[src/hw/aws_pkg.sv]
// Package: constants and types for the alarm and warning supervisor
package aws_pkg;

    // ------------------------------------------------------------------
    // Bus and register map
    // ------------------------------------------------------------------
    localparam logic [7:0]  AWS_OFS_ALARM     = 8'h00;
    localparam logic [7:0]  AWS_OFS_WARN      = 8'h04;
    localparam logic [7:0]  AWS_OFS_CONFIG    = 8'h08;
    localparam logic [7:0]  AWS_OFS_ERR_LIMIT = 8'h0c;
    localparam logic [7:0]  AWS_OFS_TIMEOUT   = 8'h10;
    localparam logic [7:0]  AWS_OFS_DEV_ON    = 8'h14;
    localparam logic [7:0]  AWS_OFS_DEV_OFF   = 8'h18;
    localparam logic [7:0]  AWS_OFS_TEMP_LIM  = 8'h1c;
    localparam logic [7:0]  AWS_OFS_VOLT_LIM  = 8'h20;
    localparam logic [7:0]  AWS_OFS_HIST_CMD  = 8'h24;
    localparam logic [7:0]  AWS_OFS_HIST_DATA = 8'h28;
    localparam logic [7:0]  AWS_OFS_IRQ_STAT  = 8'h2c;
    localparam logic [7:0]  AWS_OFS_IRQ_MASK  = 8'h30;

    // Config register fields
    localparam int          AWS_CFG_AUTO_RET  = 0;
    localparam int          AWS_CFG_BRAKE     = 1;
    localparam int          AWS_CFG_CLEAR     = 2;

    // History command fields
    localparam int          AWS_HCMD_CLEAR    = 4;

    // Interrupt status bits
    localparam int          AWS_IRQ_ALARM     = 0;
    localparam int          AWS_IRQ_WARN      = 1;
    localparam int          AWS_IRQ_WIDTH     = 2;

    // ------------------------------------------------------------------
    // Codes
    // ------------------------------------------------------------------
    localparam logic [7:0]  AWS_ALM_RATE      = 8'h83;
    localparam logic [7:0]  AWS_ALM_LINK_ERR  = 8'h84;
    localparam logic [7:0]  AWS_ALM_TIMEOUT   = 8'h85;
    localparam logic [7:0]  AWS_ALM_NETCONV   = 8'h8e;
    localparam logic [7:0]  AWS_WRN_DEV_ON    = 8'h10;
    localparam logic [7:0]  AWS_WRN_DEV_OFF   = 8'h12;
    localparam logic [7:0]  AWS_WRN_HEAT      = 8'h21;
    localparam logic [7:0]  AWS_WRN_VOLT      = 8'h22;
    localparam logic [3:0]  AWS_LINK_ERR_BLINKS = 4'h7;
    localparam logic [3:0]  AWS_RATE_MAX      = 4'h4;

    // ------------------------------------------------------------------
    // Sizes and reset values
    // ------------------------------------------------------------------
    localparam int          AWS_HIST_DEPTH    = 10;
    localparam int          AWS_HIST_AW       = 4;
    localparam logic [3:0]  AWS_HIST_DEPTH_C  = 4'ha;
    localparam logic [7:0]  AWS_ERR_LIMIT_RST = 8'h03;
    localparam logic [31:0] AWS_TIMEOUT_RST   = 32'h000f_4240;
    localparam logic [31:0] AWS_DEV_RST       = 32'h0000_0100;
    localparam logic [15:0] AWS_TEMP_RST      = 16'h0055;
    localparam logic [15:0] AWS_VOLT_RST      = 16'h0190;

    typedef enum logic [1:0] {
        AWS_LNK_WAIT = 2'b00,
        AWS_LNK_OK   = 2'b01,
        AWS_LNK_DEAD = 2'b10
    } aws_link_e;

endpackage

[src/hw/aws_hist_mem.sv]
// Ten-entry warning history memory with registered read data
`timescale 1ns/1ns
`default_nettype none
module aws_hist_mem
    import aws_pkg::*;
(
    // Clock
    input  wire logic                  sys_clk_in,
    // Write port
    input  wire logic                  wr_en_in,
    input  wire logic [AWS_HIST_AW-1:0] wr_addr_in,
    input  wire logic [7:0]            wr_data_in,
    // Read port
    input  wire logic [AWS_HIST_AW-1:0] rd_addr_in,
    output logic      [7:0]            rd_data_out
);

    typedef struct packed {
        logic [AWS_HIST_DEPTH-1:0][7:0] mem;
        logic [7:0]                     rd;
    } aws_mem_s;

    aws_mem_s st_reg;
    aws_mem_s st_next;

    always_comb begin
        st_next = st_reg;
        if (wr_en_in && (wr_addr_in < AWS_HIST_DEPTH_C)) begin
            st_next.mem[wr_addr_in] = wr_data_in;
        end
        st_next.rd = (rd_addr_in < AWS_HIST_DEPTH_C) ? st_reg.mem[rd_addr_in] : 8'h00;
    end

    // No reset: contents are volatile and only valid below the fill count
    always_ff @(posedge sys_clk_in) begin
        st_reg <= st_next;
    end

    assign rd_data_out = st_reg.rd;

endmodule // aws_hist_mem
`default_nettype wire

[src/hw/aws_supervisor.sv]
// Alarm and warning supervisor with APB register access
//
// Added by the designer: the APB interface to the registers and the register addresses.
`timescale 1ns/1ns
`default_nettype none
module aws_supervisor
    import aws_pkg::*;
(
    // Clock and reset
    input  wire logic        sys_clk_in,
    input  wire logic        rst_b_in,
    // APB slave
    input  wire logic        psel_in,
    input  wire logic        penable_in,
    input  wire logic        pwrite_in,
    input  wire logic [7:0]  paddr_in,
    input  wire logic [31:0] pwdata_in,
    output logic      [31:0] prdata_out,
    output logic             pready_out,
    output logic             pslverr_out,
    // Serial link status
    input  wire logic        frame_done_in,
    input  wire logic        framing_err_in,
    input  wire logic        block_check_character_err_in,
    input  wire logic [3:0]  rate_select_switch_in,
    input  wire logic        netconv_alarm_in,
    input  wire logic        alarm_clear_input_in,
    // Motor monitoring
    input  wire logic        motor_energized_in,
    input  wire logic [31:0] position_dev_in,
    input  wire logic [15:0] temperature_in,
    input  wire logic [15:0] supply_voltage_in,
    // Outputs
    output logic             alarm_out,
    output logic [7:0]       alarm_code_out,
    output logic [3:0]       alarm_blinks_out,
    output logic             motor_current_en_out,
    output logic             brake_engage_out,
    output logic             warning_output_out,
    output logic             irq_out
);

    // ------------------------------------------------------------------
    // State
    // ------------------------------------------------------------------
    typedef struct packed {
        logic                     alarm;
        logic [7:0]               alarm_code;
        logic                     deenergize;
        logic [7:0]               err_run;
        logic [7:0]               err_limit;
        logic [31:0]              timeout;
        logic [31:0]              tmo_cnt;
        aws_link_e                link;
        logic [31:0]              dev_on_lim;
        logic [31:0]              dev_off_lim;
        logic [15:0]              temp_lim;
        logic [15:0]              volt_lim;
        logic [2:0]               cfg;
        logic [7:0]               warn_prev;
        logic [AWS_HIST_AW-1:0]   head;
        logic [AWS_HIST_AW-1:0]   fill;
        logic [AWS_HIST_AW-1:0]   rd_idx;
        logic [AWS_IRQ_WIDTH-1:0] irq_stat;
        logic [AWS_IRQ_WIDTH-1:0] irq_mask;
        logic [31:0]              prdata;
        logic                     motor_en;
        logic                     brake;
        logic                     warn_out;
    } aws_state_s;

    aws_state_s st_reg;
    aws_state_s st_next;

    logic [7:0]             warn_code;
    logic                   hist_wr;
    logic [AWS_HIST_AW-1:0] hist_rd_addr;
    logic [7:0]             hist_rd_data;
    logic                   apb_wr;
    logic                   apb_rd;

    // Circular index arithmetic, used for both writing and reading
    function automatic logic [AWS_HIST_AW-1:0] hist_wrap(input logic [AWS_HIST_AW-1:0] a,
                                                         input logic [AWS_HIST_AW-1:0] b);
        logic [AWS_HIST_AW:0] s;
        s = {1'b0, a} + {1'b0, b};
        if (s >= {1'b0, AWS_HIST_DEPTH_C}) begin
            s = s - {1'b0, AWS_HIST_DEPTH_C};
        end
        return s[AWS_HIST_AW-1:0];
    endfunction

    // ------------------------------------------------------------------
    // Warning detection
    // ------------------------------------------------------------------
    // Highest-priority active warning; code 00h means none active
    always_comb begin
        warn_code = 8'h00;
        if (supply_voltage_in > st_reg.volt_lim) begin
            warn_code = AWS_WRN_VOLT;
        end
        if (temperature_in > st_reg.temp_lim) begin
            warn_code = AWS_WRN_HEAT;
        end
        if (!motor_energized_in && st_reg.cfg[AWS_CFG_AUTO_RET] &&
            (position_dev_in > st_reg.dev_off_lim)) begin
            warn_code = AWS_WRN_DEV_OFF;
        end
        if (motor_energized_in && (position_dev_in > st_reg.dev_on_lim)) begin
            warn_code = AWS_WRN_DEV_ON;
        end
    end

    // A new entry is logged when a warning appears or changes code
    assign hist_wr      = (warn_code != 8'h00) && (warn_code != st_reg.warn_prev);
    // Entry 0 is the newest: head points at it
    assign hist_rd_addr = hist_wrap(st_reg.head, st_reg.rd_idx);
    assign apb_wr       = psel_in && penable_in && pwrite_in;
    assign apb_rd       = psel_in && penable_in && !pwrite_in;

    // Volatile store; never initialised, so nothing survives power loss
    aws_hist_mem u_hist (
        .sys_clk_in  (sys_clk_in),
        .wr_en_in    (hist_wr),
        .wr_addr_in  (hist_wrap(st_reg.head, AWS_HIST_DEPTH_C - 4'h1)),
        .wr_data_in  (warn_code),
        .rd_addr_in  (hist_rd_addr),
        .rd_data_out (hist_rd_data)
    );

    // ------------------------------------------------------------------
    // Next state
    // ------------------------------------------------------------------
    always_comb begin
        st_next = st_reg;

        // Link error run and timeout supervision
        if (frame_done_in) begin
            if (framing_err_in || block_check_character_err_in) begin
                if (st_reg.err_run != 8'hff) begin
                    st_next.err_run = st_reg.err_run + 8'h01;
                end
            end else begin
                st_next.err_run = 8'h00;
            end
        end

        case (st_reg.link)
            AWS_LNK_WAIT: begin
                if (frame_done_in && !framing_err_in && !block_check_character_err_in) begin
                    st_next.link = AWS_LNK_OK;
                end else if (st_reg.tmo_cnt >= st_reg.timeout) begin
                    st_next.link = AWS_LNK_DEAD;
                end else begin
                    st_next.tmo_cnt = st_reg.tmo_cnt + 32'h1;
                end
            end
            AWS_LNK_OK:   st_next.link = AWS_LNK_OK;
            AWS_LNK_DEAD: st_next.link = AWS_LNK_DEAD;
            default:      st_next.link = AWS_LNK_WAIT;
        endcase

        // Alarm capture: first alarm wins and latches until cleared
        if (!st_reg.alarm) begin
            if (rate_select_switch_in > AWS_RATE_MAX) begin
                st_next.alarm      = 1'b1;
                st_next.alarm_code = AWS_ALM_RATE;
                st_next.deenergize = 1'b1;
            end else if (st_reg.err_run != 8'h00 && st_reg.err_run == st_reg.err_limit) begin
                st_next.alarm      = 1'b1;
                st_next.alarm_code = AWS_ALM_LINK_ERR;
                st_next.deenergize = 1'b0;
            end else if (st_reg.link == AWS_LNK_DEAD) begin
                st_next.alarm      = 1'b1;
                st_next.alarm_code = AWS_ALM_TIMEOUT;
                st_next.deenergize = 1'b0;
            end else if (netconv_alarm_in) begin
                st_next.alarm      = 1'b1;
                st_next.alarm_code = AWS_ALM_NETCONV;
                st_next.deenergize = 1'b0;
            end
        end else if (alarm_clear_input_in && (st_reg.alarm_code != AWS_ALM_RATE)) begin
            // The rate switch alarm needs a power cycle
            st_next.alarm      = 1'b0;
            st_next.alarm_code = 8'h00;
            st_next.deenergize = 1'b0;
            st_next.err_run    = 8'h00;
            st_next.tmo_cnt    = 32'h0;
            st_next.link       = AWS_LNK_WAIT;
        end

        st_next.motor_en = !(st_next.alarm && st_next.deenergize);
        st_next.brake    = !st_next.motor_en && st_reg.cfg[AWS_CFG_BRAKE];
        st_next.warn_out = (warn_code != 8'h00);
        st_next.warn_prev = warn_code;

        // History bookkeeping
        if (hist_wr) begin
            st_next.head = hist_wrap(st_reg.head, AWS_HIST_DEPTH_C - 4'h1);
            if (st_reg.fill != AWS_HIST_DEPTH_C) begin
                st_next.fill = st_reg.fill + 4'h1;
            end
        end

        // Interrupts: set wins over the write-one clear
        if (apb_wr && paddr_in == AWS_OFS_IRQ_STAT) begin
            st_next.irq_stat = st_reg.irq_stat & ~pwdata_in[AWS_IRQ_WIDTH-1:0];
        end
        if (st_next.alarm && !st_reg.alarm) begin
            st_next.irq_stat[AWS_IRQ_ALARM] = 1'b1;
        end
        if (hist_wr) begin
            st_next.irq_stat[AWS_IRQ_WARN] = 1'b1;
        end

        // APB writes
        if (apb_wr) begin
            case (paddr_in)
                AWS_OFS_CONFIG:    st_next.cfg         = pwdata_in[2:0];
                AWS_OFS_ERR_LIMIT: st_next.err_limit   = pwdata_in[7:0];
                AWS_OFS_TIMEOUT:   st_next.timeout     = pwdata_in;
                AWS_OFS_DEV_ON:    st_next.dev_on_lim  = pwdata_in;
                AWS_OFS_DEV_OFF:   st_next.dev_off_lim = pwdata_in;
                AWS_OFS_TEMP_LIM:  st_next.temp_lim    = pwdata_in[15:0];
                AWS_OFS_VOLT_LIM:  st_next.volt_lim    = pwdata_in[15:0];
                AWS_OFS_IRQ_MASK:  st_next.irq_mask    = pwdata_in[AWS_IRQ_WIDTH-1:0];
                AWS_OFS_HIST_CMD: begin
                    if (pwdata_in[AWS_HCMD_CLEAR]) begin
                        st_next.fill   = 4'h0;
                        st_next.rd_idx = 4'h0;
                    end else begin
                        st_next.rd_idx = pwdata_in[AWS_HIST_AW-1:0];
                    end
                end
                default: st_next.cfg = st_reg.cfg;
            endcase
        end

        // APB read data, registered from the setup cycle
        st_next.prdata = 32'h0;
        case (paddr_in)
            AWS_OFS_ALARM:     st_next.prdata = {20'h0, alarm_blinks_out, st_reg.alarm_code};
            AWS_OFS_WARN:      st_next.prdata = {23'h0, st_reg.warn_out, warn_code};
            AWS_OFS_CONFIG:    st_next.prdata = {29'h0, st_reg.cfg};
            AWS_OFS_ERR_LIMIT: st_next.prdata = {24'h0, st_reg.err_limit};
            AWS_OFS_TIMEOUT:   st_next.prdata = st_reg.timeout;
            AWS_OFS_DEV_ON:    st_next.prdata = st_reg.dev_on_lim;
            AWS_OFS_DEV_OFF:   st_next.prdata = st_reg.dev_off_lim;
            AWS_OFS_TEMP_LIM:  st_next.prdata = {16'h0, st_reg.temp_lim};
            AWS_OFS_VOLT_LIM:  st_next.prdata = {16'h0, st_reg.volt_lim};
            AWS_OFS_HIST_CMD:  st_next.prdata = {24'h0, st_reg.fill, st_reg.rd_idx};
            AWS_OFS_HIST_DATA: st_next.prdata = (st_reg.rd_idx < st_reg.fill) ?
                                                {24'h0, hist_rd_data} : 32'h0;
            AWS_OFS_IRQ_STAT:  st_next.prdata = {30'h0, st_reg.irq_stat};
            AWS_OFS_IRQ_MASK:  st_next.prdata = {30'h0, st_reg.irq_mask};
            default:           st_next.prdata = 32'h0;
        endcase

        // Synchronous reset; history contents stay unknown, fill clears
        if (!rst_b_in) begin
            st_next             = '0;
            st_next.link        = AWS_LNK_WAIT;
            st_next.err_limit   = AWS_ERR_LIMIT_RST;
            st_next.timeout     = AWS_TIMEOUT_RST;
            st_next.dev_on_lim  = AWS_DEV_RST;
            st_next.dev_off_lim = AWS_DEV_RST;
            st_next.temp_lim    = AWS_TEMP_RST;
            st_next.volt_lim    = AWS_VOLT_RST;
            st_next.motor_en    = 1'b1;
        end
    end

    always_ff @(posedge sys_clk_in) begin
        st_reg <= st_next;
    end

    // ------------------------------------------------------------------
    // Outputs
    // ------------------------------------------------------------------
    // Zero wait states: history data needs idle cycles after an index write
    assign pready_out           = 1'b1;
    assign pslverr_out          = 1'b0;
    assign prdata_out           = st_reg.prdata;
    assign alarm_out            = st_reg.alarm;
    assign alarm_code_out       = st_reg.alarm_code;
    assign alarm_blinks_out     = (st_reg.alarm_code == AWS_ALM_LINK_ERR) ?
                                  AWS_LINK_ERR_BLINKS : 4'h0;
    assign motor_current_en_out = st_reg.motor_en;
    assign brake_engage_out     = st_reg.brake;
    assign warning_output_out   = st_reg.warn_out;
    assign irq_out              = |(st_reg.irq_stat & st_reg.irq_mask);

endmodule // aws_supervisor
`default_nettype wire

[config.mk]
export PLATFORM = sky130hd
export DESIGN_NAME = aws_supervisor
export DESIGN_NICKNAME = d
export VERILOG_FILES = /design/src/hw/aws_pkg.sv /design/src/hw/aws_hist_mem.sv /design/src/hw/aws_supervisor.sv
export SDC_FILE = /design/constraint.sdc
export NUM_CORES = 1
export LEC_CHECK = 0
export ABC_AREA = 1
export BUFFER_PORTS_ARGS = -buffer_cell sky130_fd_sc_hd__buf_2
export CAP_MARGIN = 20
export CELL_PAD_IN_SITES_DETAIL_PLACEMENT = 0
export CELL_PAD_IN_SITES_GLOBAL_PLACEMENT = 1
export CORE_MARGIN = 2
export CORE_UTILIZATION = 30
export CTS_BUF_LIST = sky130_fd_sc_hd__clkbuf_4
export CTS_CLUSTER_SIZE = 12
export DETAILED_ROUTE_END_ITERATION = 10
export PLACE_DENSITY_LB_ADDON = 0.1
export SLEW_MARGIN = 20
export SYNTH_ARGS = -nofsm -noshare
export SYNTH_HDL_FRONTEND = slang
export SYNTH_SLANG_ARGS = --single-unit
[constraint.sdc]
create_clock -name sys_clk_in -period 4.82 [get_ports sys_clk_in]
set_clock_uncertainty 0.05 [all_clocks]
set_input_delay 1.446 -clock sys_clk_in [delete_from_list [all_inputs] [get_ports sys_clk_in]]
set_output_delay 1.446 -clock sys_clk_in [all_outputs]
set_load 0.005 [all_outputs]
Word-level counts from Yosys, hierarchy flattened
Index checks and enable logic that the tools add are counted.
- bitwise logic cells: 3
- reduce and logical (&&, ||, !) cells: 40
- mux-type cells: 41
- $add $sub $neg: 7
- $lt $le $gt $ge: 14
- equal/unequal tests: 21
- operator list (kind ; number):
    one-hot mux 32 bit (13 select lines) ; 1
    2-to-1 mux 32 bit ; 3
    2-to-1 mux 8 bit ; 11
    bitwise mux 80 bit ; 1
    2-to-1 mux 34 bit ; 2
    > comparator 32 bit ; 2
    2-to-1 mux 10 bit ; 5
    == test 8 x 6 -> 1 bit, second input constant ; 5
    adder 32 x 1 -> 32 bit, second input constant ; 1
    binary-select mux 8 bit (select 4 bit) ; 1
    demux 8 bit (select 4 bit) ; 1
    == test 8 x 5 -> 1 bit, second input constant ; 4
    >= comparator 32 bit ; 1
    > comparator 16 bit ; 2
    2-to-1 mux 4 bit ; 6
    AND reduction 2 bit ; 10
    2-to-1 mux 18 bit ; 1
    == test 8 x 4 -> 1 bit, second input constant ; 2
    logical AND 1 bit ; 16
    != test 8 bit, second input constant ; 2
    nonzero test 8 bit ; 2
    2-to-1 mux 6 bit ; 2
    >= comparator 5 x 4 -> 1 bit, second input constant ; 2
    < comparator 4 x 5 -> 1 bit, second input constant ; 2
    30 further kinds ; 41
- register bits after elaboration: 338
- input bits: 119
- logic and storage cells: 161
- output and inout port bits: 51

Longest topological paths before layout
Gate-level depths: netlist of the first run.
- word-level depth: 11
- depth in mapped cells: 24
- depth with buffers taken out: 23

Modules after synthesis
A second synthesis of the first run with hierarchy kept.
- cells, all modules: 2234
- area total of the unflattened synthesis: 17779.6 um^2
- modules (own cells, without submodules) (module ; area an instance (um^2) ; times used ; cells an instance ; seq. area each (um^2)):
    aws_supervisor ; 14109.8 ; 1 ; 1898 ; 4864.7
    aws_hist_mem ; 3669.8 ; 1 ; 336 ; 2562.5

Least setup slack after synthesis of the first run
Ideal clock, no wire load.
- path type: input -> register
- start point: input port position_dev_in[21]
- end point: register u_hist.st_reg[12] in the netlist's numbering, enable pin
- arrival time: 3.126 ns
- buffers on the path: 0
- library setup time: 0.329 ns
- path slack: 1.314 ns
- cell stages on the path: 15
- data required time: 4.441 ns
- path through: ha_1 a21o_1 nand3_1 nand3_1 a21oi_1 nand2_2 nand2_4 nand2_2 nand2_2 nand2_1 nand2_1 nor2_2 nand2_2 nand3_2 nor2_1
- longest elaborated chain between the ends: 7
- elaborated cells between the ends (all ways): 10
- classes of those cells: 2 x order compare; 1 x eq/ne; 2 x mux; 5 x reduce/logical
- RTL lines (what ; RTL line ; RTL):
    start: declaration ; aws_supervisor.sv:30 ; input wire logic [31:0] position_dev_in,
    > comparator 32 bit ; aws_supervisor.sv:106 ; (position_dev_in > st_reg.dev_off_lim)) begin
    logical AND 1 bit ; aws_supervisor.sv:105 ; if (!motor_energized_in && st_reg.cfg[AWS_CFG_AUTO_RET] &&
    2-to-1 mux 8 bit ; aws_supervisor.sv:105 ;
    2-to-1 mux 8 bit * ; aws_supervisor.sv:109 ; if (motor_energized_in && (position_dev_in > st_reg.dev_on_lim)) begin
    != test 8 bit or nonzero test 8 bit (tied branches) ; aws_supervisor.sv:115 ; assign hist_wr = (warn_code != 8'h00) && (warn_code != st_reg.warn_prev);
    logical AND 1 bit * ; aws_supervisor.sv:115 ;
    logical AND 1 bit * ; aws_hist_mem.sv:28 ; if (wr_en_in && (wr_addr_in < AWS_HIST_DEPTH_C)) begin
    end signal: assignment ; aws_hist_mem.sv:36 ; st_reg <= st_next;
    end: declaration ; aws_hist_mem.sv:23 ; aws_mem_s st_reg;
Every way passes the cells marked *; elsewhere a longest branch is shown, timed or not.
A chain may end at the register's enable or synchronous reset.

Final worst setup path of the first run
- start point: register st_reg (netlist bit alarm_code_out[2])
- end point: output port alarm_blinks_out[0]
- longest elaborated chain between the ends: 2
- RTL lines (what ; RTL line ; RTL):
    start: declaration ; aws_supervisor.sv:72 ; aws_state_s st_reg;
    start signal: assignment ; aws_supervisor.sv:274 ; st_reg <= st_next;
    == test 8 bit ; aws_supervisor.sv:286 ; assign alarm_blinks_out = (st_reg.alarm_code == AWS_ALM_LINK_ERR) ?
    2-to-1 mux 3 bit ; aws_supervisor.sv:286 ;
    end: declaration ; aws_supervisor.sv:36 ; output logic [3:0] alarm_blinks_out,
No other way between the ends.

==> results of run 1 <==
[critical path: stages (launching register included)]
cell and delay, ns:
sky130_fd_sc_hd__dfxtp_1 0.46, sky130_fd_sc_hd__nand2_1 0.08, sky130_fd_sc_hd__nor4_1 0.73, sky130_fd_sc_hd__buf_2 0.25
[placed cells by master (no fill, tap or decap), types with 19 or more instances in the layout]
master	Yosys	routed
sky130_fd_sc_hd__o21ai_0	179	179
sky130_fd_sc_hd__nand3_1	63	63
sky130_fd_sc_hd__inv_1	291	291
sky130_fd_sc_hd__clkbuf_4	0	132
sky130_fd_sc_hd__edfxtp_1	40	40
sky130_fd_sc_hd__buf_2	1	162
sky130_fd_sc_hd__ha_1	144	144
sky130_fd_sc_hd__nor3_1	19	19
sky130_fd_sc_hd__nand4_1	20	20
sky130_fd_sc_hd__nand2_1	282	282
sky130_fd_sc_hd__buf_4	47	22
sky130_fd_sc_hd__dfxtp_1	247	247
sky130_fd_sc_hd__nor2_1	165	165
sky130_fd_sc_hd__o22ai_1	38	38
sky130_fd_sc_hd__a21oi_1	244	244
[final cells by class]
class,instances,area [um^2]
fill,5581,33460
clock inverter,18,71.32
clock buffer,132,991.0
timing repair buffer,184,975.9
multi-input combinational,1338,7883
inverter,300,1126
antenna,1,2.502
sequential,287,6146
tap,680,850.8
[logic make-up (layout without fill, tap and decap cells)]
group / count (synthesis) / in the layout / synth area share [%]
other cells: 2 / 7 / 0.04777
buf+inv: 407 / 634 / 10.90
fa+ha+maj: 145 / 145 / 11.59
compound gates: 548 / 548 / 19.17
simple gates: 599 / 599 / 16.83
flops: 287 / 287 / 39.10
xor+xnor: 22 / 22 / 1.226
mux: 18 / 18 / 1.146
[power by group]
group,internal (mW),switching [mW]
logic,0.332,0.674
clock network,1.23,1.12
registers,2.56,0.0697
[metal layers]
metal | wire [um] | GRT usage, %
met5 | 13 | 0
met3 | 2675 | 3.725
met2 | 23560 | 30.14
met4 | 1180 | 6.688
met1 | 25680 | 27.24
[worst min-delay path by stage]
stage,endpoint,slack [ns]
4_1_cts,st_reg[191]$_SDFF_PN0_,0.43
6_report,st_reg[191]$_SDFF_PN0_,0.42
2_1_floorplan,brake_engage_out$_SDFF_PN0_,0.38
5_1_grt,st_reg[191]$_SDFF_PN0_,0.44
3_5_place_dp,st_reg[191]$_SDFF_PN0_,0.42
3_3_place_gp,st_reg[191]$_SDFF_PN0_,0.41
==> impl_metrics.env, run 1 <==
export IMPL_outcome="finished, final reports clean"
export IMPL_clk_pin_slew_worst_paths_ns=0.06
export IMPL_number_of_antenna_violations_at_the_first_check_in_global_routing=2
export IMPL_ioPinCount=170
export IMPL_cts_root_buffer_cell="sky130_fd_sc_hd__clkbuf_4"
export IMPL_post_synth_main_area_contributors="sky130_fd_sc_hd__dfxtp_1, sky130_fd_sc_hd__ha_1, sky130_fd_sc_hd__a21oi_1"
export IMPL_hold_viol_final=0
export IMPL_netlist_area_leader_share_pct=31.45
export IMPL_vias_in_the_first_global_route=13188
export IMPL_area_growth_syn_to_layout_pct=14.80
export IMPL_clock_fmax_ghz=0.2641
export IMPL_power_ir_vdd_worst_uv=162.5
export IMPL_gpl_final_weighted_congestion=0.8091
export IMPL_crit_path_start="alarm_code_out[2]$_SDFFE_PN0P_"
export IMPL_synth_main_ff_cell="sky130_fd_sc_hd__dfxtp_1"
export IMPL_cts_hold_buf=0
export IMPL_regToRegSetupSlack_ns=1.55
export IMPL_final_core_utilization_pct=35.03
export IMPL_cts_buffers=90
export IMPL_setup_viol_count_final=0
export IMPL_cts_resized=0
export IMPL_synth_edff_count=40
export IMPL_numPlacedInstances=2789
export IMPL_setup_total_negative_slack_ns=0
export IMPL_timing_max_cap_violations=0
export IMPL_critPathCapture="alarm_blinks_out[0]"
export IMPL_grt_setup_unrepaired="false"
export IMPL_postSynthCellCount=2028
export IMPL_critPathLaunchType="register"
export IMPL_p_per_area_nw_per_um2=331.8
export IMPL_final_max_slew_violation_count=0
export IMPL_rows=83
export IMPL_avgViaCountPerCell=4.754
export IMPL_nets=2465
export IMPL_r2r_end="u_hist.st_reg[17]$_DFFE_PP_"
export IMPL_initial_core_util_pct=30.52
export IMPL_estimated_wirelength_of_the_detail_placed_design_mm=40.49
export IMPL_design_die_area_um2=54250
export IMPL_max_clock_path_buffers=3
export IMPL_number_of_synthesized_register_bits=287
export IMPL_crit_fanout=5
export IMPL_remaining_drc_errors=0
export IMPL_critical_path_end_type="primary output"
export IMPL_power_mw=5.988
export IMPL_totalWireLength_mm=53.11
export IMPL_numClockSinks=287
export IMPL_drt_pass1_iter_count=7
export IMPL_synthesis_area_per_instance_um2=7.752
export IMPL_pre_cts_slack_ns=0.3392
export IMPL_layout_cell_area_non_filler_um2=18050
export IMPL_grt_first_pass_wirelength_mm=79.54
export IMPL_die_width_um=232.9
export IMPL_finalCriticalPeriod_ns=3.786
export IMPL_worstHoldPathType="reg2reg"
export IMPL_max_slew_margin_pct=35.20
export IMPL_yosysMostFrequentCell="sky130_fd_sc_hd__inv_1"
export IMPL_drive_above_1_share_pct=16.25
export IMPL_total_leakage_power_nw=7.715
export IMPL_synth_distinct_cells=57
export IMPL_min_path_cells=2
export IMPL_setup_worst_path_class="reg2out"
export IMPL_min_from="st_reg[191]$_SDFF_PN0_"
export IMPL_die_height_um=232.9
export IMPL_post_drt_wl_per_cell_um=18.06
export IMPL_detail_route_iter0_violations=753
export IMPL_maximum_number_of_pins_on_one_net_before_global_route_repair=78
export IMPL_htreeDepth=3
export IMPL_dr_total_vias=13978
export IMPL_number_of_flip_flops_under_the_largest_register_name=202
export IMPL_cts_tree="done"
export IMPL_area_of_the_core_um2=51510
export IMPL_commonest_cells_in_the_synthesized_netlist="sky130_fd_sc_hd__inv_1, sky130_fd_sc_hd__nand2_1, sky130_fd_sc_hd__dfxtp_1"
export IMPL_final_worst_path_period_share_pct=78.55
export IMPL_synth_largest_area_cell="sky130_fd_sc_hd__dfxtp_1"
export IMPL_yosysWarnings=0
export IMPL_rr_startpoint="st_reg[157]$_SDFFE_PN0P_"
export IMPL_post_cts_setup_buffer_count=0
export IMPL_cp_arrival_ns=2.29
export IMPL_yosysSeqAreaShare_pct=39.10
export IMPL_placement_cell_area_um2=16980
export IMPL_reg2regPathDepth=16
export IMPL_layout_cells_non_filler=2940
export IMPL_io_buffers=163
export IMPL_grt_usage_pct=19.57
export IMPL_worst_slew_pin_slew_ns=0.9631
export IMPL_finalWorstSetupSlack_ns=1.034
export IMPL_ys_async_sr_fraction_pct=0
export IMPL_grt_overflow_total=0
export IMPL_clock_insertion_delay_worst_skew_ns=0.82
export IMPL_route_antenna_remaining_nets=0
export IMPL_timing_hold_ws_ns=0.4210
export IMPL_critPathRequiredTime_ns=3.32
export IMPL_post_synthesis_instance_area_um2=15720
Note: power is estimated with default switching activity, not from simulation.
==> run 2, diff against run 1 <==
==> constraint.sdc (replaced) <==
create_clock -name sys_clk_in -period 3.6 [get_ports sys_clk_in]
set_clock_uncertainty 0.05 [all_clocks]
set_input_delay 1.08 -clock sys_clk_in [delete_from_list [all_inputs] [get_ports sys_clk_in]]
set_output_delay 1.08 -clock sys_clk_in [all_outputs]
set_load 0.005 [all_outputs]
==> run 2 against run 1 <==
Register-to-register slack worse by 1.1 ns. Power up 35%. Sequential share of layout area down 0.46 points. Via count up 1.4%. Worst hold slack better by 0.0067 ns. Sequential power up 34%. Non-clock buffer count up 37. First-iteration DRC count up 14%. Wire length up 1.7%. Clock power up 30%. Combinational power up 52%.
==> impl_metrics.env, run 2 (same netlist as run 1, synthesis figures left out) <==
export IMPL_outcome="finished, final reports clean"
export IMPL_finalCriticalPeriod_ns=3.113
export IMPL_multiInputGateArea_um2=7883
export IMPL_maximum_number_of_pins_on_one_net_before_global_route_repair=139
export IMPL_power_combinational_fraction_pct=19.0
export IMPL_ioPinCount=170
export IMPL_seqPwrFrac_pct=43.3
export IMPL_cts_buffers=87
export IMPL_setup_worst_path_class="reg2reg"
export IMPL_hold_viol_final=0
export IMPL_clock_insertion_delay_worst_skew_ns=0.79
export IMPL_timing_hold_ws_ns=0.4277
export IMPL_crit_fanout=8
export IMPL_layout_common_cells="sky130_fd_sc_hd__inv_1, sky130_fd_sc_hd__nand2_1, sky130_fd_sc_hd__dfxtp_1, sky130_fd_sc_hd__a21oi_1, sky130_fd_sc_hd__o21ai_0"
export IMPL_max_slew_margin_pct=34.23
export IMPL_nets=2499
export IMPL_numClockSinks=287
export IMPL_totalWireLength_mm=54.01
export IMPL_total_leakage_power_nw=7.869
export IMPL_power_share_clock_pct=37.7
export IMPL_vias_in_the_first_global_route=13650
export IMPL_remaining_drc_errors=0
export IMPL_clock_fmax_ghz=0.3212
export IMPL_commonest_non_fill_non_tap_cell_in_the_layout="sky130_fd_sc_hd__inv_1"
export IMPL_cpMostUsedCell="sky130_fd_sc_hd__inv_1"
export IMPL_crit_chain="ha_1 -> fa_1 -> nand2_1 -> inv_1 -> nor2_1 -> inv_1 -> ha_1 -> inv_1 -> o21bai_1 -> nand2_2 -> inv_1 -> or2_2 -> o21ai_2 -> inv_1 -> o21ai_0 -> nand2_1 -> nor2_1 -> a21oi_1"
export IMPL_finalWorstSetupSlack_ns=0.4868
export IMPL_drive_above_1_share_pct=16.99
export IMPL_number_of_antenna_violations_at_the_first_check_in_global_routing=2
export IMPL_io_buffers=163
export IMPL_p_per_area_nw_per_um2=443.5
export IMPL_longest_individual_stage_delay_on_the_worst_path_ns=0.40
export IMPL_grt_usage_pct=19.99
export IMPL_rows=83
export IMPL_area_of_the_core_um2=51510
export IMPL_worstHoldPathType="reg2reg"
export IMPL_cpLargestDelayFamily="simple AND/OR/NAND/NOR gates"
export IMPL_clk_pin_slew_worst_paths_ns=0.07
export IMPL_die_height_um=232.9
export IMPL_detail_route_iter0_violations=858
export IMPL_power_switching_mw=2.580
export IMPL_post_cts_setup_buffer_count=0
export IMPL_cts_resized=0
export IMPL_critPathLaunchType="register"
export IMPL_cp_buffers_inverters=5
export IMPL_layout_cell_area_non_filler_um2=18290
export IMPL_timing_max_cap_violations=0
export IMPL_final_seq_area_um2=6146
export IMPL_number_of_flip_flops_under_the_largest_register_name=202
export IMPL_max_clock_path_buffers=3
export IMPL_route_antenna_remaining_nets=0
export IMPL_drt_pass1_iter_count=6
export IMPL_critical_path_end_type="register"
export IMPL_cts_root_buffer_cell="sky130_fd_sc_hd__clkbuf_4"
export IMPL_power_ir_vdd_worst_uv=181.6
export IMPL_die_width_um=232.9
export IMPL_gpl_final_weighted_congestion=0.8433
export IMPL_regToRegSetupSlack_ns=0.49
export IMPL_cp_arrival_ns=3.71
export IMPL_cts_hold_buf=0
export IMPL_post_drt_wl_per_cell_um=18.18
export IMPL_setup_viol_count_final=0
export IMPL_grt_overflow_total=0
export IMPL_initial_core_util_pct=30.52
export IMPL_htreeDepth=3
export IMPL_power_share_switching_pct=31.80
export IMPL_pre_cts_slack_ns=-0.02412
export IMPL_dr_total_vias=14178
export IMPL_final_worst_path_period_share_pct=86.48
export IMPL_design_die_area_um2=54250
export IMPL_placement_cell_area_um2=17280
export IMPL_final_core_utilization_pct=35.51
export IMPL_final_max_slew_violation_count=0
export IMPL_avgViaCountPerCell=4.772
export IMPL_cp_slowest_cell="sky130_fd_sc_hd__dfxtp_1"
export IMPL_estimated_wirelength_of_the_detail_placed_design_mm=41.47
export IMPL_internal_power_mw=5.533
export IMPL_grt_setup_unrepaired="false"
export IMPL_cts_tree="done"
export IMPL_critPathRequiredTime_ns=4.19
export IMPL_grt_first_pass_wirelength_mm=81.37
export IMPL_area_growth_syn_to_layout_pct=16.36
export IMPL_num_fill_cells=5591
export IMPL_worst_slew_pin_slew_ns=0.9865
==> run 2: changes by cell type in the layout (fill, tap and decap cells not counted), sizes merged <==
cell / change
buf: +37
clkbuf: -16
clkinv: +9
bufinv: +1
diode: +1
inv: -1
==> run 2: worst reg2reg max path, delay by kind of cell (launching register included) <==
kind	cells	cell delay, ns
simple gates	6	0.86
fa+ha+maj	3	0.82
compound gates	4	0.42
buf+inv	5	0.41
flops	1	0.40
==> run 2: metal layers <==
layer / track usage, % / vias to the layer above / wire length [um]
li1: - / 7253 / -
met1: 27.42 / 6541 / 25980
met2: 31.57 / 313 / 24240
met3: 3.603 / 71 / 2763
met4: 6.568 / 0 / 1030
met5: 0 / - / 0
==> run 2: power groups by stage <==
stage / Clock [mW] / Combinational (mW) / Sequential, mW
CTS: 3.20 / 1.55 / 3.52
finish: 3.06 / 1.54 / 3.52
global route: 3.37 / 1.72 / 3.53
global placement: 0 / 1.53 / 3.59
floorplan: 0 / 0.918 / 3.55
detailed placement: 0 / 1.54 / 3.59
==> run 2: final timing paths <==
check,end,cells past startpoint,from
min reg2reg,st_reg[205]$_SDFFE_PN0P_,2,st_reg[205]$_SDFFE_PN0P_
max,u_hist.rd_data_out[5]$_SDFF_PP0_,18,st_reg[47]$_SDFFE_PN0N_
min,st_reg[205]$_SDFFE_PN0P_,2,st_reg[205]$_SDFFE_PN0P_
max reg2reg,u_hist.rd_data_out[5]$_SDFF_PP0_,18,st_reg[47]$_SDFFE_PN0N_
==> run 2: cell type report <==
cell class / count / share of cell area (%)
inverters: 300 / 6.156
multi-input cells: 1338 / 43.09
flip-flops and latches: 287 / 33.60
repair buffers: 221 / 6.990
well taps: 680 / 4.651
diodes: 2 / 0.02736
clock buffers: 116 / 4.761
clock inverters: 27 / 0.7250
==> run 2: per-stage QoR <==
step | cells | TNS, ns | power [mW]
after detailed placement | 2826 | -0.2094 | 5.125
final | 2971 | 0 | 8.113
after floorplan | 2032 | 0 | 4.468
after CTS | 2969 | 0 | 8.266
after global routing | 2971 | 0 | 8.623
after global placement | 2826 | -0.04967 | 5.111
==> run 3, diff against run 2 <==
--- a/config.mk
+++ b/config.mk
@@ -11,7 +11,7 @@
 export CELL_PAD_IN_SITES_DETAIL_PLACEMENT = 0
 export CELL_PAD_IN_SITES_GLOBAL_PLACEMENT = 1
 export CORE_MARGIN = 2
-export CORE_UTILIZATION = 30
+export CORE_UTILIZATION = 45
 export CTS_BUF_LIST = sky130_fd_sc_hd__clkbuf_4
 export CTS_CLUSTER_SIZE = 12
 export DETAILED_ROUTE_END_ITERATION = 10
==> constraint.sdc (replaced) <==
create_clock -name sys_clk_in -period 3 [get_ports sys_clk_in]
set_clock_uncertainty 0.05 [all_clocks]
set_input_delay 0.9 -clock sys_clk_in [delete_from_list [all_inputs] [get_ports sys_clk_in]]
set_output_delay 0.9 -clock sys_clk_in [all_outputs]
set_load 0.005 [all_outputs]
==> run 3 against run 2 <==
First-iteration DRC count rose by 15%. Critical endpoint is now alarm_blinks_out[1]. Critical path depth fell by 14. Sequential power grew 20%.
==> impl_metrics.env, run 3 (same netlist as run 1, synthesis figures left out) <==
export IMPL_pre_cts_slack_ns=-0.5318
export IMPL_route_antenna_remaining_nets=0
export IMPL_gpl_final_weighted_congestion=0.9074
export IMPL_htreeDepth=3
export IMPL_seqPwrFrac_pct=43.2
export IMPL_estimated_wirelength_of_the_detail_placed_design_mm=37.68
export IMPL_cts_hold_buf=0
export IMPL_clock_insertion_delay_worst_skew_ns=0.77
export IMPL_finalWorstSetupSlack_ns=0.1684
export IMPL_ioPinCount=170
export IMPL_power_combinational_fraction_pct=19.7
export IMPL_clk_pin_slew_worst_paths_ns=0.06
export IMPL_cp_arrival_ns=1.88
export IMPL_grt_first_pass_wirelength_mm=74.74
export IMPL_final_worst_path_period_share_pct=94.39
export IMPL_area_of_the_core_um2=34460
export IMPL_layout_common_cells="sky130_fd_sc_hd__inv_1, sky130_fd_sc_hd__nand2_1, sky130_fd_sc_hd__dfxtp_1, sky130_fd_sc_hd__a21oi_1, sky130_fd_sc_hd__o21ai_0"
export IMPL_min_from="pwdata_in[16]"
export IMPL_power_share_clock_pct=37.1
export IMPL_num_fill_cells=3392
export IMPL_maximum_number_of_pins_on_one_net_before_global_route_repair=86
export IMPL_multiInputGateArea_um2=7954
export IMPL_cts_root_buffer_cell="sky130_fd_sc_hd__clkbuf_4"
export IMPL_number_of_flip_flops_under_the_largest_register_name=202
export IMPL_critPathRequiredTime_ns=2.05
export IMPL_internal_power_mw=6.743
export IMPL_avgViaCountPerCell=5.207
export IMPL_worstHoldPathType="in2reg"
export IMPL_max_slew_margin_pct=43.15
export IMPL_timing_hold_ws_ns=0.3873
export IMPL_grt_usage_pct=26.83
export IMPL_rr_startpoint="st_reg[39]$_SDFFE_PN0P_"
export IMPL_power_switching_mw=3.024
export IMPL_die_height_um=190.9
export IMPL_design_die_area_um2=36440
export IMPL_power_mw=9.766
export IMPL_post_cts_setup_buffer_count=0
export IMPL_crit_fanout=4
export IMPL_timing_max_cap_violations=0
export IMPL_total_leakage_power_nw=8.049
export IMPL_vias_in_the_first_global_route=13526
export IMPL_worst_slew_pin_slew_ns=0.8515
export IMPL_die_width_um=190.9
export IMPL_io_buffers=163
export IMPL_final_max_slew_violation_count=0
export IMPL_finalCriticalPeriod_ns=2.832
export IMPL_cts_buffers=82
export IMPL_critPathLaunchType="register"
export IMPL_final_seq_area_um2=6146
export IMPL_cts_tree="done"
export IMPL_setup_viol_count_final=0
export IMPL_drive_above_1_share_pct=18.69
export IMPL_outcome="finished, final reports clean"
export IMPL_totalWireLength_mm=49.41
export IMPL_crit_path_start="alarm_code_out[1]$_SDFFE_PN0P_"
export IMPL_grt_overflow_total=0
export IMPL_rows=68
export IMPL_detail_route_iter0_violations=986
export IMPL_numClockSinks=287
export IMPL_longest_individual_stage_delay_on_the_worst_path_ns=0.37
export IMPL_cpLargestDelayFamily="simple AND/OR/NAND/NOR gates"
export IMPL_drt_pass1_iter_count=7
export IMPL_max_clock_path_buffers=3
export IMPL_area_growth_syn_to_layout_pct=16.60
export IMPL_initial_core_util_pct=45.62
export IMPL_cp_buffers_inverters=2
export IMPL_critical_path_end_type="primary output"
export IMPL_crit_chain="inv_1 -> nand2_1 -> nor4_4 -> buf_2"
export IMPL_setup_worst_path_class="reg2out"
export IMPL_commonest_non_fill_non_tap_cell_in_the_layout="sky130_fd_sc_hd__inv_1"
export IMPL_post_drt_wl_per_cell_um=17.82
export IMPL_nets=2520
export IMPL_cp_slowest_cell="sky130_fd_sc_hd__dfxtp_1"
export IMPL_number_of_antenna_violations_at_the_first_check_in_global_routing=2
export IMPL_p_per_area_nw_per_um2=532.8
export IMPL_grt_setup_unrepaired="true"
export IMPL_power_share_switching_pct=30.96
export IMPL_power_ir_vdd_worst_uv=416.3
export IMPL_clock_fmax_ghz=0.3532
export IMPL_remaining_drc_errors=0
export IMPL_hold_viol_final=0
export IMPL_dr_total_vias=14439
==> run 3: cell types whose count changed in the layout (fill, tap and decap cells not counted), moves of 3 or more <==
| cell | delta |
|---|---|
| sky130_fd_sc_hd__buf_12 | +3 |
| sky130_fd_sc_hd__clkinv_1 | -8 |
| sky130_fd_sc_hd__clkinv_2 | -3 |
| sky130_fd_sc_hd__inv_2 | +5 |
| sky130_fd_sc_hd__nor2_1 | -3 |
| sky130_fd_sc_hd__clkbuf_4 | +9 |
| sky130_fd_sc_hd__nor2_2 | +3 |
| sky130_fd_sc_hd__buf_4 | +20 |
==> run 3: path summary, 6_finish.rpt <==
path / end / depth (start not counted) / slack, ns
min reg2reg: st_reg[191]$_SDFF_PN0_ / 2 / 0.42
max: alarm_blinks_out[1] / 4 / 0.17
max reg2reg: u_hist.rd_data_out[0]$_SDFF_PP0_ / 18 / 0.21
min: st_reg[208]$_SDFFE_PN1P_ / 3 / 0.39
==> run 3: tightest hold or removal path, delay by kind of cell <==
| kind | cells | cell delay (ns) |
|---|---|---|
| compound gates | 1 | 0.07 |
| simple gates | 1 | 0.05 |
| buf+inv | 1 | 0.10 |
==> run 3: per-layer routing <==
| layer | wire length, um | GRT usage, % | vias to the layer above |
|---|---|---|---|
| met5 | 0 | 0 | - |
| met4 | 1231 | 9.362 | 0 |
| met3 | 3555 | 5.581 | 78 |
| met2 | 21670 | 42.02 | 495 |
| met1 | 22960 | 36.62 | 6586 |
| li1 | - | - | 7280 |
==> run 3: cell type report <==
class	instances	area share [%]
Antenna cell	1	0.01365
Clock buffer	125	5.119
Clock inverter	20	0.4369
Inverter	300	6.157
Multi-Input combinational cell	1339	43.39
Sequential cell	287	33.53
Tap cell	455	3.106
Timing Repair Buffer	246	8.246
==> run 3: what timing repair did <==
| action | in CTS | in global routing |
|---|---|---|
| pin swaps | 0 | 3 |
| gates resized for setup | 1 | 18 |
| endpoints found under the setup margin | 3 | 44 |
| gates cloned | 0 | 1 |
==> run 3: power groups by stage <==
stage | Sequential, mW | Combinational (mW) | Clock [mW]
final | 4.22 | 1.92 | 3.63
after global routing | 4.23 | 2.15 | 3.93
after CTS | 4.21 | 1.81 | 3.72
after detailed placement | 4.30 | 1.80 | 0
after global placement | 4.30 | 1.78 | 0
after floorplan | 4.26 | 1.10 | 0
==> run 3: per-stage QoR <==
stage          cells  util (%)  instance area (um^2)  setup TNS, ns
2_1_floorplan   2032         -                 15740              0
5_1_grt         2773     53.20                 18330              0
6_report        2773     53.20                 18330              0
3_3_place_gp    2626     50.00                 17230         -19.96
4_1_cts         2771     52.97                 18250              0
3_5_place_dp    2626     50.00                 17230         -23.10
